`src/rtl/tdm_rx_pkg.sv`:
```
package tdm_rx_pkg;

    // ==================================================================
    // Register map (byte addresses on the bus)
    // ==================================================================
    localparam logic [15:0] ADR_CHAN_COUNT   = 16'ha800;
    localparam logic [15:0] ADR_PTR_ENABLES  = 16'ha804;
    localparam logic [15:0] ADR_MAP_LOW      = 16'ha808;
    localparam logic [15:0] ADR_MAP_HIGH     = 16'ha80c;
    localparam logic [15:0] ADR_FRAME_LOW    = 16'ha820;
    localparam logic [15:0] ADR_FRAME_HIGH   = 16'ha824;
    localparam logic [15:0] ADR_STATUS       = 16'ha828;

    // ==================================================================
    // Field layout
    // ==================================================================
    localparam int          LANES            = 4;
    localparam int          PTR_W            = 5;
    localparam int          LANE_STRIDE      = 8;
    localparam int          SLOT_W           = 6;
    localparam int          ENABLE_LSB       = 16;
    localparam int          ENABLE_HIGH_LSB  = 20;
    localparam int          STAT_AVAIL_BIT   = 0;
    localparam int          STAT_OVERRUN_BIT = 1;
    localparam int          STAT_SLOT_LSB    = 8;
    localparam logic [31:0] PTR_FIELD_MASK   = 32'h1f1f_1f1f;

    // ==================================================================
    // Reset values and FIFO shape
    // ==================================================================
    localparam logic [31:0] MAP_RESET        = 32'h0000_0000;
    localparam logic [7:0]  ENABLE_RESET     = 8'h00;
    localparam logic [4:0]  CHAN_RESET       = 5'h00;
    localparam logic [5:0]  SLOT_MAX         = 6'h3f;
    localparam logic [2:0]  BIT_LAST         = 3'h7;
    localparam int          FRAME_W          = 64;
    localparam int          FIFO_DEPTH       = 4;

endpackage

```
`src/rtl/frame_fifo_if.sv`:
```
`timescale 1ns/1ps

interface frame_fifo_if #(
    parameter int WIDTH = 64
);
    logic             push_valid;
    logic             push_ready;
    logic [WIDTH-1:0] push_data;
    logic             pop_valid;
    logic             pop_ready;
    logic [WIDTH-1:0] pop_data;

    modport source (output push_valid, output push_data, input push_ready,
                    input pop_valid, input pop_data, output pop_ready);
    modport store  (input push_valid, input push_data, output push_ready,
                    output pop_valid, output pop_data, input pop_ready);
endinterface

```
`src/rtl/frame_fifo.sv`:
```
`timescale 1ns/1ps

module frame_fifo #(
    parameter int WIDTH = 64,
    parameter int DEPTH = 4
) (
    input  wire logic   clk_i,
    input  wire logic   rst_i,
    frame_fifo_if.store fifo
);
    localparam int AW = $clog2(DEPTH);

    logic [WIDTH-1:0] mem [DEPTH];
    logic [AW:0]      wr_ptr;
    logic [AW:0]      rd_ptr;
    wire              full;
    wire              empty;
    wire              do_push;
    wire              do_pop;

    // One spare pointer bit tells full from empty without a counter.
    assign full            = (wr_ptr[AW-1:0] == rd_ptr[AW-1:0]) && (wr_ptr[AW] != rd_ptr[AW]);
    assign empty           = (wr_ptr == rd_ptr);
    assign do_push         = fifo.push_valid && !full;
    assign do_pop          = fifo.pop_ready && !empty;
    assign fifo.push_ready = !full;
    assign fifo.pop_valid  = !empty;
    assign fifo.pop_data   = mem[rd_ptr[AW-1:0]];

    always_ff @(posedge clk_i) begin
        if (do_push) begin
            mem[wr_ptr[AW-1:0]] <= fifo.push_data;
        end
    end

    always_ff @(posedge clk_i) begin
        if (rst_i) begin
            wr_ptr <= '0;
            rd_ptr <= '0;
        end else begin
            wr_ptr <= wr_ptr + (AW+1)'(do_push);
            rd_ptr <= rd_ptr + (AW+1)'(do_pop);
        end
    end
endmodule // frame_fifo

```
`src/rtl/tdm_rx_timeslot_map.sv`:
```
// The Wishbone register port is this design's own decision.
`timescale 1ns/1ps

// ======================================================================
// Overview of operation
// - Four 5-bit low-set lane pointers at bits 4:0, 12:8, 20:16, 28:24.
// - Low set and its pointers serve slots zero through the channel count.
// - High set serves slots channel count plus one to twice count plus one.
// - Low-set pointer fields reset to zero and read back what was written.
// - High-set pointer fields reset to zero and are write-only.
// - A pointer acts only while its enable bit, bits 16 to 23, is set.
// ======================================================================

module tdm_rx_timeslot_map (
    input  wire logic        clk_i,
    input  wire logic        rst_i,
    input  wire logic        wb_cyc_i,
    input  wire logic        wb_stb_i,
    input  wire logic        wb_we_i,
    input  wire logic [15:0] wb_adr_i,
    input  wire logic [3:0]  wb_sel_i,
    input  wire logic [31:0] wb_dat_i,
    output logic      [31:0] wb_dat_o,
    output logic             wb_ack_o,
    input  wire logic        hw_bit_clk_i,
    input  wire logic        hw_frame_sync_i,
    input  wire logic        hw_data_i
);

    // ==================================================================
    // Highway pin synchronisers
    // ==================================================================
    logic [1:0] clk_sync;
    logic [1:0] fsync_sync;
    logic [1:0] data_sync;
    logic       clk_last;

    always_ff @(posedge clk_i) begin
        if (rst_i) begin
            clk_sync   <= '0;
            fsync_sync <= '0;
            data_sync  <= '0;
            clk_last   <= 1'b0;
        end else begin
            clk_sync   <= {clk_sync[0], hw_bit_clk_i};
            fsync_sync <= {fsync_sync[0], hw_frame_sync_i};
            data_sync  <= {data_sync[0], hw_data_i};
            clk_last   <= clk_sync[1];
        end
    end

    wire bit_edge  = clk_sync[1] && !clk_last;
    wire bit_val   = data_sync[1];
    wire frame_mark = bit_edge && fsync_sync[1];

    // ==================================================================
    // Slot deserialiser
    // ==================================================================
    // Bits arrive most significant first; a frame mark on a bit edge is
    // bit 7 of slot 0.  The slot counter saturates so that a missing
    // frame mark cannot wrap back onto low slots.
    logic [6:0]               shift;
    logic [2:0]               bit_cnt;
    logic [tdm_rx_pkg::SLOT_W-1:0] slot;
    logic                     byte_done;
    logic [7:0]               byte_val;
    logic [tdm_rx_pkg::SLOT_W-1:0] byte_slot;
    logic                     frame_seen;

    wire [2:0] next_bit_cnt = frame_mark ? 3'h1 : bit_cnt + 3'h1;
    wire       byte_end     = bit_edge && !frame_mark && (bit_cnt == tdm_rx_pkg::BIT_LAST);

    always_ff @(posedge clk_i) begin
        if (rst_i) begin
            shift     <= '0;
            bit_cnt   <= '0;
            slot      <= '0;
            byte_done <= 1'b0;
            byte_val  <= '0;
            byte_slot <= '0;
        end else begin
            byte_done <= byte_end;
            if (bit_edge) begin
                shift   <= {shift[5:0], bit_val};
                bit_cnt <= next_bit_cnt;
            end
            if (frame_mark) begin
                slot <= '0;
            end else if (byte_end) begin
                byte_val  <= {shift, bit_val};
                byte_slot <= slot;
                if (slot != tdm_rx_pkg::SLOT_MAX) begin
                    slot <= slot + 1'b1;
                end
            end
        end
    end

    // ==================================================================
    // Registers
    // ==================================================================
    logic [31:0] map_low;
    logic [31:0] map_high;
    logic [7:0]  ptr_enables;
    logic [4:0]  chan_count;
    logic        overrun;
    logic [31:0] hold_low;
    logic [31:0] hold_high;

    function automatic logic [tdm_rx_pkg::PTR_W-1:0] lane_ptr(input logic [31:0] word,
                                                          input int lane);
        lane_ptr = word[lane*tdm_rx_pkg::LANE_STRIDE +: tdm_rx_pkg::PTR_W];
    endfunction

    function automatic logic [31:0] merge_sel(input logic [31:0] old_val,
                                              input logic [31:0] new_val,
                                              input logic [3:0] sel);
        for (int b = 0; b < 4; b++) begin
            merge_sel[b*8 +: 8] = sel[b] ? new_val[b*8 +: 8] : old_val[b*8 +: 8];
        end
    endfunction

    // Limits of each set; six bits hold twice a five-bit count plus one.
    wire [tdm_rx_pkg::SLOT_W-1:0] low_last   = {1'b0, chan_count};
    wire [tdm_rx_pkg::SLOT_W-1:0] high_base  = {1'b0, chan_count} + 6'h01;
    wire [tdm_rx_pkg::SLOT_W-1:0] high_last  = {chan_count, 1'b1};

    // ==================================================================
    // Lane capture
    // ==================================================================
    logic [3:0] low_hit;
    logic [3:0] high_hit;

    genvar g;
    generate
        for (g = 0; g < tdm_rx_pkg::LANES; g++) begin : g_lane
            wire [tdm_rx_pkg::SLOT_W-1:0] high_target =
                {1'b0, lane_ptr(map_high, g)} + high_base;
            assign low_hit[g]  = byte_done
                && ptr_enables[g]
                && (byte_slot == {1'b0, lane_ptr(map_low, g)})
                && (byte_slot <= low_last);
            assign high_hit[g] = byte_done
                && ptr_enables[tdm_rx_pkg::ENABLE_HIGH_LSB - tdm_rx_pkg::ENABLE_LSB + g]
                && (byte_slot == high_target)
                && (byte_slot <= high_last);

            always_ff @(posedge clk_i) begin
                if (rst_i) begin
                    hold_low[g*8 +: 8]  <= '0;
                    hold_high[g*8 +: 8] <= '0;
                end else begin
                    if (low_hit[g]) begin
                        hold_low[g*8 +: 8] <= byte_val;
                    end
                    if (high_hit[g]) begin
                        hold_high[g*8 +: 8] <= byte_val;
                    end
                end
            end
        end
    endgenerate

    // ==================================================================
    // Frame FIFO
    // ==================================================================
    // Each completed frame hands both holding words over as one entry.
    // A frame that finds the FIFO full is dropped and flagged, since the
    // highway cannot be stalled.
    frame_fifo_if #(.WIDTH(tdm_rx_pkg::FRAME_W)) frames ();

    frame_fifo #(
        .WIDTH (tdm_rx_pkg::FRAME_W),
        .DEPTH (tdm_rx_pkg::FIFO_DEPTH)
    ) u_frame_fifo (
        .clk_i (clk_i),
        .rst_i (rst_i),
        .fifo  (frames.store)
    );

    wire frame_push = frame_mark && frame_seen;
    assign frames.push_valid = frame_push;
    assign frames.push_data  = {hold_high, hold_low};
    wire frame_lost = frame_push && !frames.push_ready;

    always_ff @(posedge clk_i) begin
        if (rst_i) begin
            frame_seen <= 1'b0;
        end else if (frame_mark) begin
            frame_seen <= 1'b1;
        end
    end

    // ==================================================================
    // Wishbone slave
    // ==================================================================
    // Ack comes one cycle after the request; writes and pops happen on
    // the edge where the master sees ack, so each access acts once.
    wire       bus_req   = wb_cyc_i && wb_stb_i;
    wire       bus_done  = bus_req && wb_ack_o;
    wire       bus_wr    = bus_done && wb_we_i;
    wire       bus_rd    = bus_done && !wb_we_i;
    wire [13:0] word_adr = wb_adr_i[15:2];

    wire hit_chan   = (word_adr == tdm_rx_pkg::ADR_CHAN_COUNT[15:2]);
    wire hit_enable = (word_adr == tdm_rx_pkg::ADR_PTR_ENABLES[15:2]);
    wire hit_low    = (word_adr == tdm_rx_pkg::ADR_MAP_LOW[15:2]);
    wire hit_high   = (word_adr == tdm_rx_pkg::ADR_MAP_HIGH[15:2]);
    wire hit_flow   = (word_adr == tdm_rx_pkg::ADR_FRAME_LOW[15:2]);
    wire hit_fhigh  = (word_adr == tdm_rx_pkg::ADR_FRAME_HIGH[15:2]);
    wire hit_status = (word_adr == tdm_rx_pkg::ADR_STATUS[15:2]);

    assign frames.pop_ready = bus_rd && hit_fhigh;

    wire [31:0] enable_word = {8'h00, ptr_enables, 16'h0000};
    wire [31:0] status_word = {18'h0_0000, slot, 6'h00, overrun, frames.pop_valid};
    wire [31:0] frame_head_low  = frames.pop_data[31:0];
    wire [31:0] frame_head_high = frames.pop_data[63:32];

    wire [31:0] read_mux =
          hit_chan   ? {27'h000_0000, chan_count}
        : hit_enable ? enable_word
        : hit_low    ? map_low
        : hit_high   ? 32'h0000_0000
        : hit_flow   ? frame_head_low
        : hit_fhigh  ? frame_head_high
        : hit_status ? status_word
        : 32'h0000_0000;

    wire [31:0] merged_low    = merge_sel(map_low, wb_dat_i, wb_sel_i);
    wire [31:0] merged_high   = merge_sel(map_high, wb_dat_i, wb_sel_i);
    wire [31:0] merged_enable = merge_sel(enable_word, wb_dat_i, wb_sel_i);
    wire        overrun_clear = bus_wr && hit_status && wb_sel_i[0]
                                && wb_dat_i[tdm_rx_pkg::STAT_OVERRUN_BIT];

    always_ff @(posedge clk_i) begin
        if (rst_i) begin
            wb_ack_o <= 1'b0;
            wb_dat_o <= '0;
        end else begin
            wb_ack_o <= bus_req && !wb_ack_o;
            wb_dat_o <= (bus_req && !wb_ack_o && !wb_we_i) ? read_mux : 32'h0000_0000;
        end
    end

    always_ff @(posedge clk_i) begin
        if (rst_i) begin
            map_low     <= tdm_rx_pkg::MAP_RESET;
            map_high    <= tdm_rx_pkg::MAP_RESET;
            ptr_enables <= tdm_rx_pkg::ENABLE_RESET;
            chan_count  <= tdm_rx_pkg::CHAN_RESET;
        end else if (bus_wr) begin
            if (hit_low) begin
                map_low <= merged_low & tdm_rx_pkg::PTR_FIELD_MASK;
            end
            if (hit_high) begin
                map_high <= merged_high & tdm_rx_pkg::PTR_FIELD_MASK;
            end
            if (hit_enable) begin
                ptr_enables <= merged_enable[tdm_rx_pkg::ENABLE_LSB +: 8];
            end
            if (hit_chan && wb_sel_i[0]) begin
                chan_count <= wb_dat_i[4:0];
            end
        end
    end

    // A lost frame in the same cycle as a clear keeps the flag set.
    always_ff @(posedge clk_i) begin
        if (rst_i) begin
            overrun <= 1'b0;
        end else if (frame_lost) begin
            overrun <= 1'b1;
        end else if (overrun_clear) begin
            overrun <= 1'b0;
        end
    end

endmodule // tdm_rx_timeslot_map

```
`config.mk`:
```
export PLATFORM = sky130hd
export DESIGN_NAME = tdm_rx_timeslot_map
export DESIGN_NICKNAME = d
export VERILOG_FILES = /design/src/rtl/tdm_rx_pkg.sv /design/src/rtl/frame_fifo_if.sv /design/src/rtl/frame_fifo.sv /design/src/rtl/tdm_rx_timeslot_map.sv
export SDC_FILE = /design/constraint.sdc
export NUM_CORES = 1
export LEC_CHECK = 0
export ABC_AREA = 1
export BUFFER_PORTS_ARGS = -buffer_cell sky130_fd_sc_hd__buf_2
export CAP_MARGIN = 20
export CORE_MARGIN = 2
export CORE_UTILIZATION = 61
export DETAILED_ROUTE_END_ITERATION = 16
export GPL_TIMING_DRIVEN = 0
export PLACE_DENSITY = 0.9
export REMOVE_ABC_BUFFERS = 1
export SYNTH_ARGS = -nofsm -noshare
export SYNTH_HDL_FRONTEND = slang
export SYNTH_HIERARCHICAL = 1
export SYNTH_SLANG_ARGS = --single-unit
```
`constraint.sdc`:
```
create_clock -name clk_i -period 6.25 [get_ports clk_i]
set_input_delay 1.25 -clock clk_i [delete_from_list [all_inputs] [get_ports clk_i]]
set_output_delay 1.25 -clock clk_i [all_outputs]
set_load 0.1 [all_outputs]
```
== After elaboration in Yosys (flattened, before gate mapping) ==
Memories as Yosys holds them, arrays and structs flattened. A register that Yosys moved wholly into a read port is not among the register bits.
Index checks and enable logic that the tools add are counted.
Word-level totals
  bits in registers: 196
  memory bits (writable): 256
  input port bits: 60
  word-level logic and storage cells: 150
  memories kept: 1
Memory list
  u_frame_fifo.mem: words 4, bits a word 64, read ports 1, clocked after Yosys merged registers in 1, wr ports 1, RTL line frame_fifo.sv:13  | logic [WIDTH-1:0] mem [DEPTH];
Cells by class
  $add $sub $neg: 9
  magnitude comparators: 2
  equal/unequal tests: 20
  multiplexer cells: 13
  bitwise logic cells: 2
  reductions and logical operators: 67
Operator list (count)
  32-bit 2-to-1 mux: 4
  14-bit == test (second input constant): 7
  1-bit logical AND: 44
  3-bit AND reduction: 9
  5-bit by 6-bit adder with 6-bit output: 4
  6-bit by 5-bit == test with 1-bit output: 4
  6-bit == test: 4
  24-bit 2-to-1 mux: 1
  14-bit 2-to-1 mux: 1
  3-bit by 1-bit adder with 3-bit output: 2
  5-bit by 1-bit adder with 6-bit output (second input constant): 1
  6-bit by 1-bit adder with 6-bit output (second input constant): 1
  6-bit by 5-bit <= comparator with 1-bit output: 1
  6-bit <= comparator: 1
  1-bit zero test: 6
  6-bit != test (second input constant): 1
  2-bit AND reduction: 3
  5-bit 2-to-1 mux: 1
  1-bit 2-to-1 mux: 4
  2-bit OR reduction: 2
  4-bit OR reduction: 1
  3-bit by 1-bit adder with 3-bit output (second input constant): 1
  3-bit == test: 1
  3-bit == test (second input constant): 1
  7 further kinds: 8

== Logic depth before layout (Yosys ltp) ==
  depth after elaboration: 9
  depth in mapped cells: 17
  mapped depth without buffers: 16

== Hierarchy ==
Netlist, hierarchy kept.
By module, submodules not included
  frame_fifo: instances 1, cells an instance 670, area an instance 9853.2 um2, sequential area each 7807.5 um2
  tdm_rx_timeslot_map: instances 1, cells an instance 1373, area an instance 9585.4 um2, sequential area each 3803.6 um2

== Least setup slack after synthesis ==
Ideal clock, no wire load.
  kind: register to register
  start: reg clk_sync[1]
  end: mem u_frame_fifo.mem[0][0] (enable)
  library setup time: 0.486 ns
  arrival time: 3.878 ns
  data required time: 5.764 ns
  path slack: 1.886 ns
  cell stages (with the launch flop): 9
  period minus slack after synthesis: 4.364 ns
  cell sequence: dfxtp_1 inv_1 nor2_2 clkinv_1 nor2_1 inv_1 nor2_1 nand2_1 nor2_1
Between the ends
  longest elaborated chain between the ends: 6
Ends and longest elaborated chain
  start, declared: RTL line tdm_rx_timeslot_map.sv:33  | logic [1:0] clk_sync;
  start signal, assigned: RTL line tdm_rx_timeslot_map.sv:45  | clk_sync <= {clk_sync[0], hw_bit_clk_i};
  1-bit logical AND: RTL line tdm_rx_timeslot_map.sv:52  | wire bit_edge = clk_sync[1] && !clk_last;
  1-bit logical AND: RTL line tdm_rx_timeslot_map.sv:54  | wire frame_mark = bit_edge && fsync_sync[1];
  1-bit logical AND: RTL line tdm_rx_timeslot_map.sv:181  | wire frame_push = frame_mark && frame_seen;
  via frame_push: RTL line tdm_rx_timeslot_map.sv:181
  1-bit logical AND: RTL line frame_fifo.sv:24  | assign do_push = fifo.push_valid && !full;
  1-bit 2-to-1 mux: RTL line frame_fifo.sv:31  | if (do_push) begin
  1-bit 2-to-1 mux (not written as such): RTL line frame_fifo.sv:32  | mem[wr_ptr[AW-1:0]] <= fifo.push_data;
  end, declared: RTL line frame_fifo.sv:13
The timed path passes the listed nets, and every way through them passes these cells.

== Final worst setup path ==
  start: in wb_adr_i[2]
  end: reg u_frame_fifo.rd_ptr[2]
Between the ends
  longest elaborated chain between the ends: 4
Ends and longest elaborated chain
  start, declared: RTL line tdm_rx_timeslot_map.sv:20  | input wire logic [15:0] wb_adr_i,
  14-bit == test: RTL line tdm_rx_timeslot_map.sv:210  | wire hit_fhigh = (word_adr == tdm_rx_pkg::ADR_FRAME_HIGH[15:2]);
  1-bit logical AND: RTL line tdm_rx_timeslot_map.sv:213  | assign frames.pop_ready = bus_rd && hit_fhigh;
  via frames.pop_ready: RTL line frame_fifo_if.sv:10  | logic pop_ready;
  1-bit logical AND: RTL line frame_fifo.sv:25  | assign do_pop = fifo.pop_ready && !empty;
  3-bit by 1-bit adder with 3-bit output: RTL line frame_fifo.sv:42  | rd_ptr <= rd_ptr + (AW+1)'(do_pop);
  end signal, assigned: RTL line frame_fifo.sv:42
  end, declared: RTL line frame_fifo.sv:15  | logic [AW:0] rd_ptr;
The timed path passes the listed nets, and every way through them passes these cells.
A chain may end at the register's enable or synchronous reset.

==> results.json <==
{
  "initial_utilization": 0.618,
  "hp-class": "register to register",
  "regArea_um2": 11600,
  "avgSynthCellArea_um2": 9.51,
  "synthDistinctLibCells": 42,
  "crit_path_end_kind": "register",
  "netlist_area_um2": 19400,
  "cts_hold_buffers": 0,
  "clk_latency_ns": 0.54,
  "dieArea_um2": 33300,
  "die_x_um": 183,
  "drc": 0,
  "synthCells": 2043,
  "power_density_nw_per_um2": 271,
  "min_period_ns": 3.99,
  "layout-drive-gt1-share": 0.0993,
  "cts_root_buf": "clkbuf_16",
  "critical_path_peak_fanout": 14,
  "synth_edf_count": 256,
  "ctsHtreeMaxLevel": 2,
  "grt_usage": 0.298,
  "nets": 2191,
  "place.detailed.hpwl_um": 30900,
  "cts_setup_buffers": 0,
  "grt_pass1_vias": 14981,
  "grt_max_degree": 117,
  "area_growth_pct": 11.2,
  "vias": 15431,
  "path_class": "input pin to register",
  "crit_required_ns": 6.63,
  "synth-main-ff-cell": "edfxtp_1",
  "arrival_ns": 4.38,
  "cts_tree": "done",
  "skew_ns": 0.0148,
  "place.gp.congestion": 0.916,
  "design_area_um2": 21600,
  "finalSetupViolCount": 0,
  "cts_resized": 0,
  "diodes": 0,
  "rsz0062_at_grt": "false",
  "cts_sinks": 452,
  "final_cell_count_no_fill": 2526,
  "status": "complete, no violations",
  "fmax_mhz": 250,
  "grt_pass1_wl_um": 77700,
  "antenna_found_initial": 0,
  "finish.utilization": 0.687,
  "placed_cells": 2444,
  "fin_crit_sh": 0.639,
  "cts_buffers": 45,
  "wl_per_cell_um": 19.8,
  "final_cell_mix": "nand2_1, nor2_1, edfxtp_1",
  "firstDrtPassIters": 6,
  "yosys_warnings": 6,
  "max-cap-violations": 0,
  "ios": 93,
  "ys_ff_latch": 452,
  "dpl_cell_area_um2": 20200,
  "seq_area_frac_synth": 0.597,
  "n_fill_cell": 2188,
  "fp.dieH_um": 183,
  "postRouteWirelength_um": 50100,
  "worst_setup_path_start_kind": "input pin",
  "clk_path_buf_depth": 3,
  "drv_slew": 0,
  "drtAntennaViolNets": 0,
  "p_leak_nw": 8.38,
  "drt-initial-drc-count": 1851,
  "slew_headroom": 0.219,
  "vias_per_cell": 6.11,
  "fp.coreArea_um2": 31500,
  "finalHoldViolations": 0,
  "path_clk_slew_ns": 0.06,
  "row_count": 65,
  "grt_overflow_total": 0,
  "synthArstFlopShare": 0,
  "vdd_drop_max_v": 0.000212,
  "multiInputGateArea_um2": 6660,
  "mostFrequentLayoutCell": "nand2_1",
  "io_buffers": 81,
  "worstMarginPinSlew_ns": 1.17
}
==> cells in the mapped netlist (4+ instances only) <==
cell type  number  share of area
nand2_1       316          0.061
nor2_1        291          0.056
edfxtp_1      256           0.40
dfxtp_1       196           0.20
o21ai_0       153          0.039
a21oi_1       150          0.039
inv_1         150          0.029
nand3_1       132          0.034
o22ai_1        64          0.021
o21ai_1        59          0.015
ha_1           38          0.024
clkbuf_1       32         0.0062
buf_2          30         0.0077
nand4_1        27         0.0087
a211oi_1       24         0.0093
buf_6          19          0.011
xnor2_1        13         0.0059
nor2_2         12         0.0039
clkinv_1       10         0.0019
buf_4           8         0.0031
inv_2           7         0.0014
o211ai_1        7         0.0027
xor2_1          7         0.0032
buf_1           6         0.0012
fa_1            4         0.0041
nand2_2         4         0.0013
nand2_4         4         0.0023
or2_2           4         0.0013
==> kinds of logic after synthesis <==
kind of cell,after synthesis,share of synthesized area
simple gates,804,0.175
compound gates,459,0.127
flops,452,0.597
buf+inv,265,0.0622
fa+ha+maj,42,0.0286
xor+xnor,21,0.00985
==> metal layers <==
layer | up-vias | share of wire | GRT usage
met4 | 0 | 0.041 | 0.139
li1 | 7093 | - | -
met1 | 7263 | 0.38 | 0.375
met2 | 897 | 0.49 | 0.506
met5 | - | 0 | 0
met3 | 178 | 0.091 | 0.0483
==> worst max-delay path, stage by stage <==
cell and delay, ns:
buf_2 0.12, inv_1 0.10, nor2_1 0.73, nand3_1 0.86, nor2_1 0.53, o21ai_0 0.15, inv_1 0.11, ha_1 0.17
ha_1 0.18, xnor2_1 0.12, nor2_1 0.06
==> per-stage QoR <==
stage | TNS, ns | hold WS (ns) | setup slack (ns) | total power [mW]
2_1_floorplan | -133.04 | 0.388 | -0.520 | 3.22
3_3_place_gp | -1229.08 | 0.390 | -4.87 | 3.27
3_5_place_dp | 0 | 0.395 | 1.89 | 3.26
4_1_cts | 0 | 0.403 | 2.39 | 5.86
5_1_grt | 0 | 0.421 | 2.13 | 5.99
6_report | 0 | 0.401 | 2.26 | 5.86
==> path summary, 6_finish.rpt <==
check | slack (ns) | cells past startpoint | start | to
worst min register to register | 0.40 | 2 | clk_sync[0] | clk_sync[1]
worst min-delay path | 0.40 | 2 | clk_sync[0] | clk_sync[1]
worst max register to register | 2.41 | 10 | u_frame_fifo/rd_ptr[0] | u_frame_fifo/mem[1][16]
worst max-delay path | 2.26 | 11 | wb_adr_i[2] | u_frame_fifo/rd_ptr[2]
==> final cells by class <==
type	instances	area share
clock buffers	65	0.0590
clock inverters	17	0.00827
inverters	168	0.0295
multi-input cells	1326	0.308
flip-flops and latches	452	0.537
well taps	402	0.0233
repair buffers	96	0.0347
==> where the power goes <==
part	total [mW]	internal (mW)	switching [mW]
registers	3.12	3.11	0.00248
logic	0.0842	0.0255	0.0587
clock network	2.66	1.55	1.11
==> flip-flops by register name, indices dropped and copies added, names as in the netlist, 2 cells and up <==
signal / cells
u_frame_fifo/rd_ptr: 3
map_low: 20
byte_slot: 6
shift: 7
wb_dat_o: 32
byte_val: 8
chan_count: 5
slot: 6
data_sync: 2
ptr_enables: 8
map_high: 20
bit_cnt: 3
u_frame_fifo/wr_ptr: 3
u_frame_fifo/mem: 256
clk_sync: 2
fsync_sync: 2
frames.push_data: 64
No activity file was read; power rests on OpenSTA's default activity.
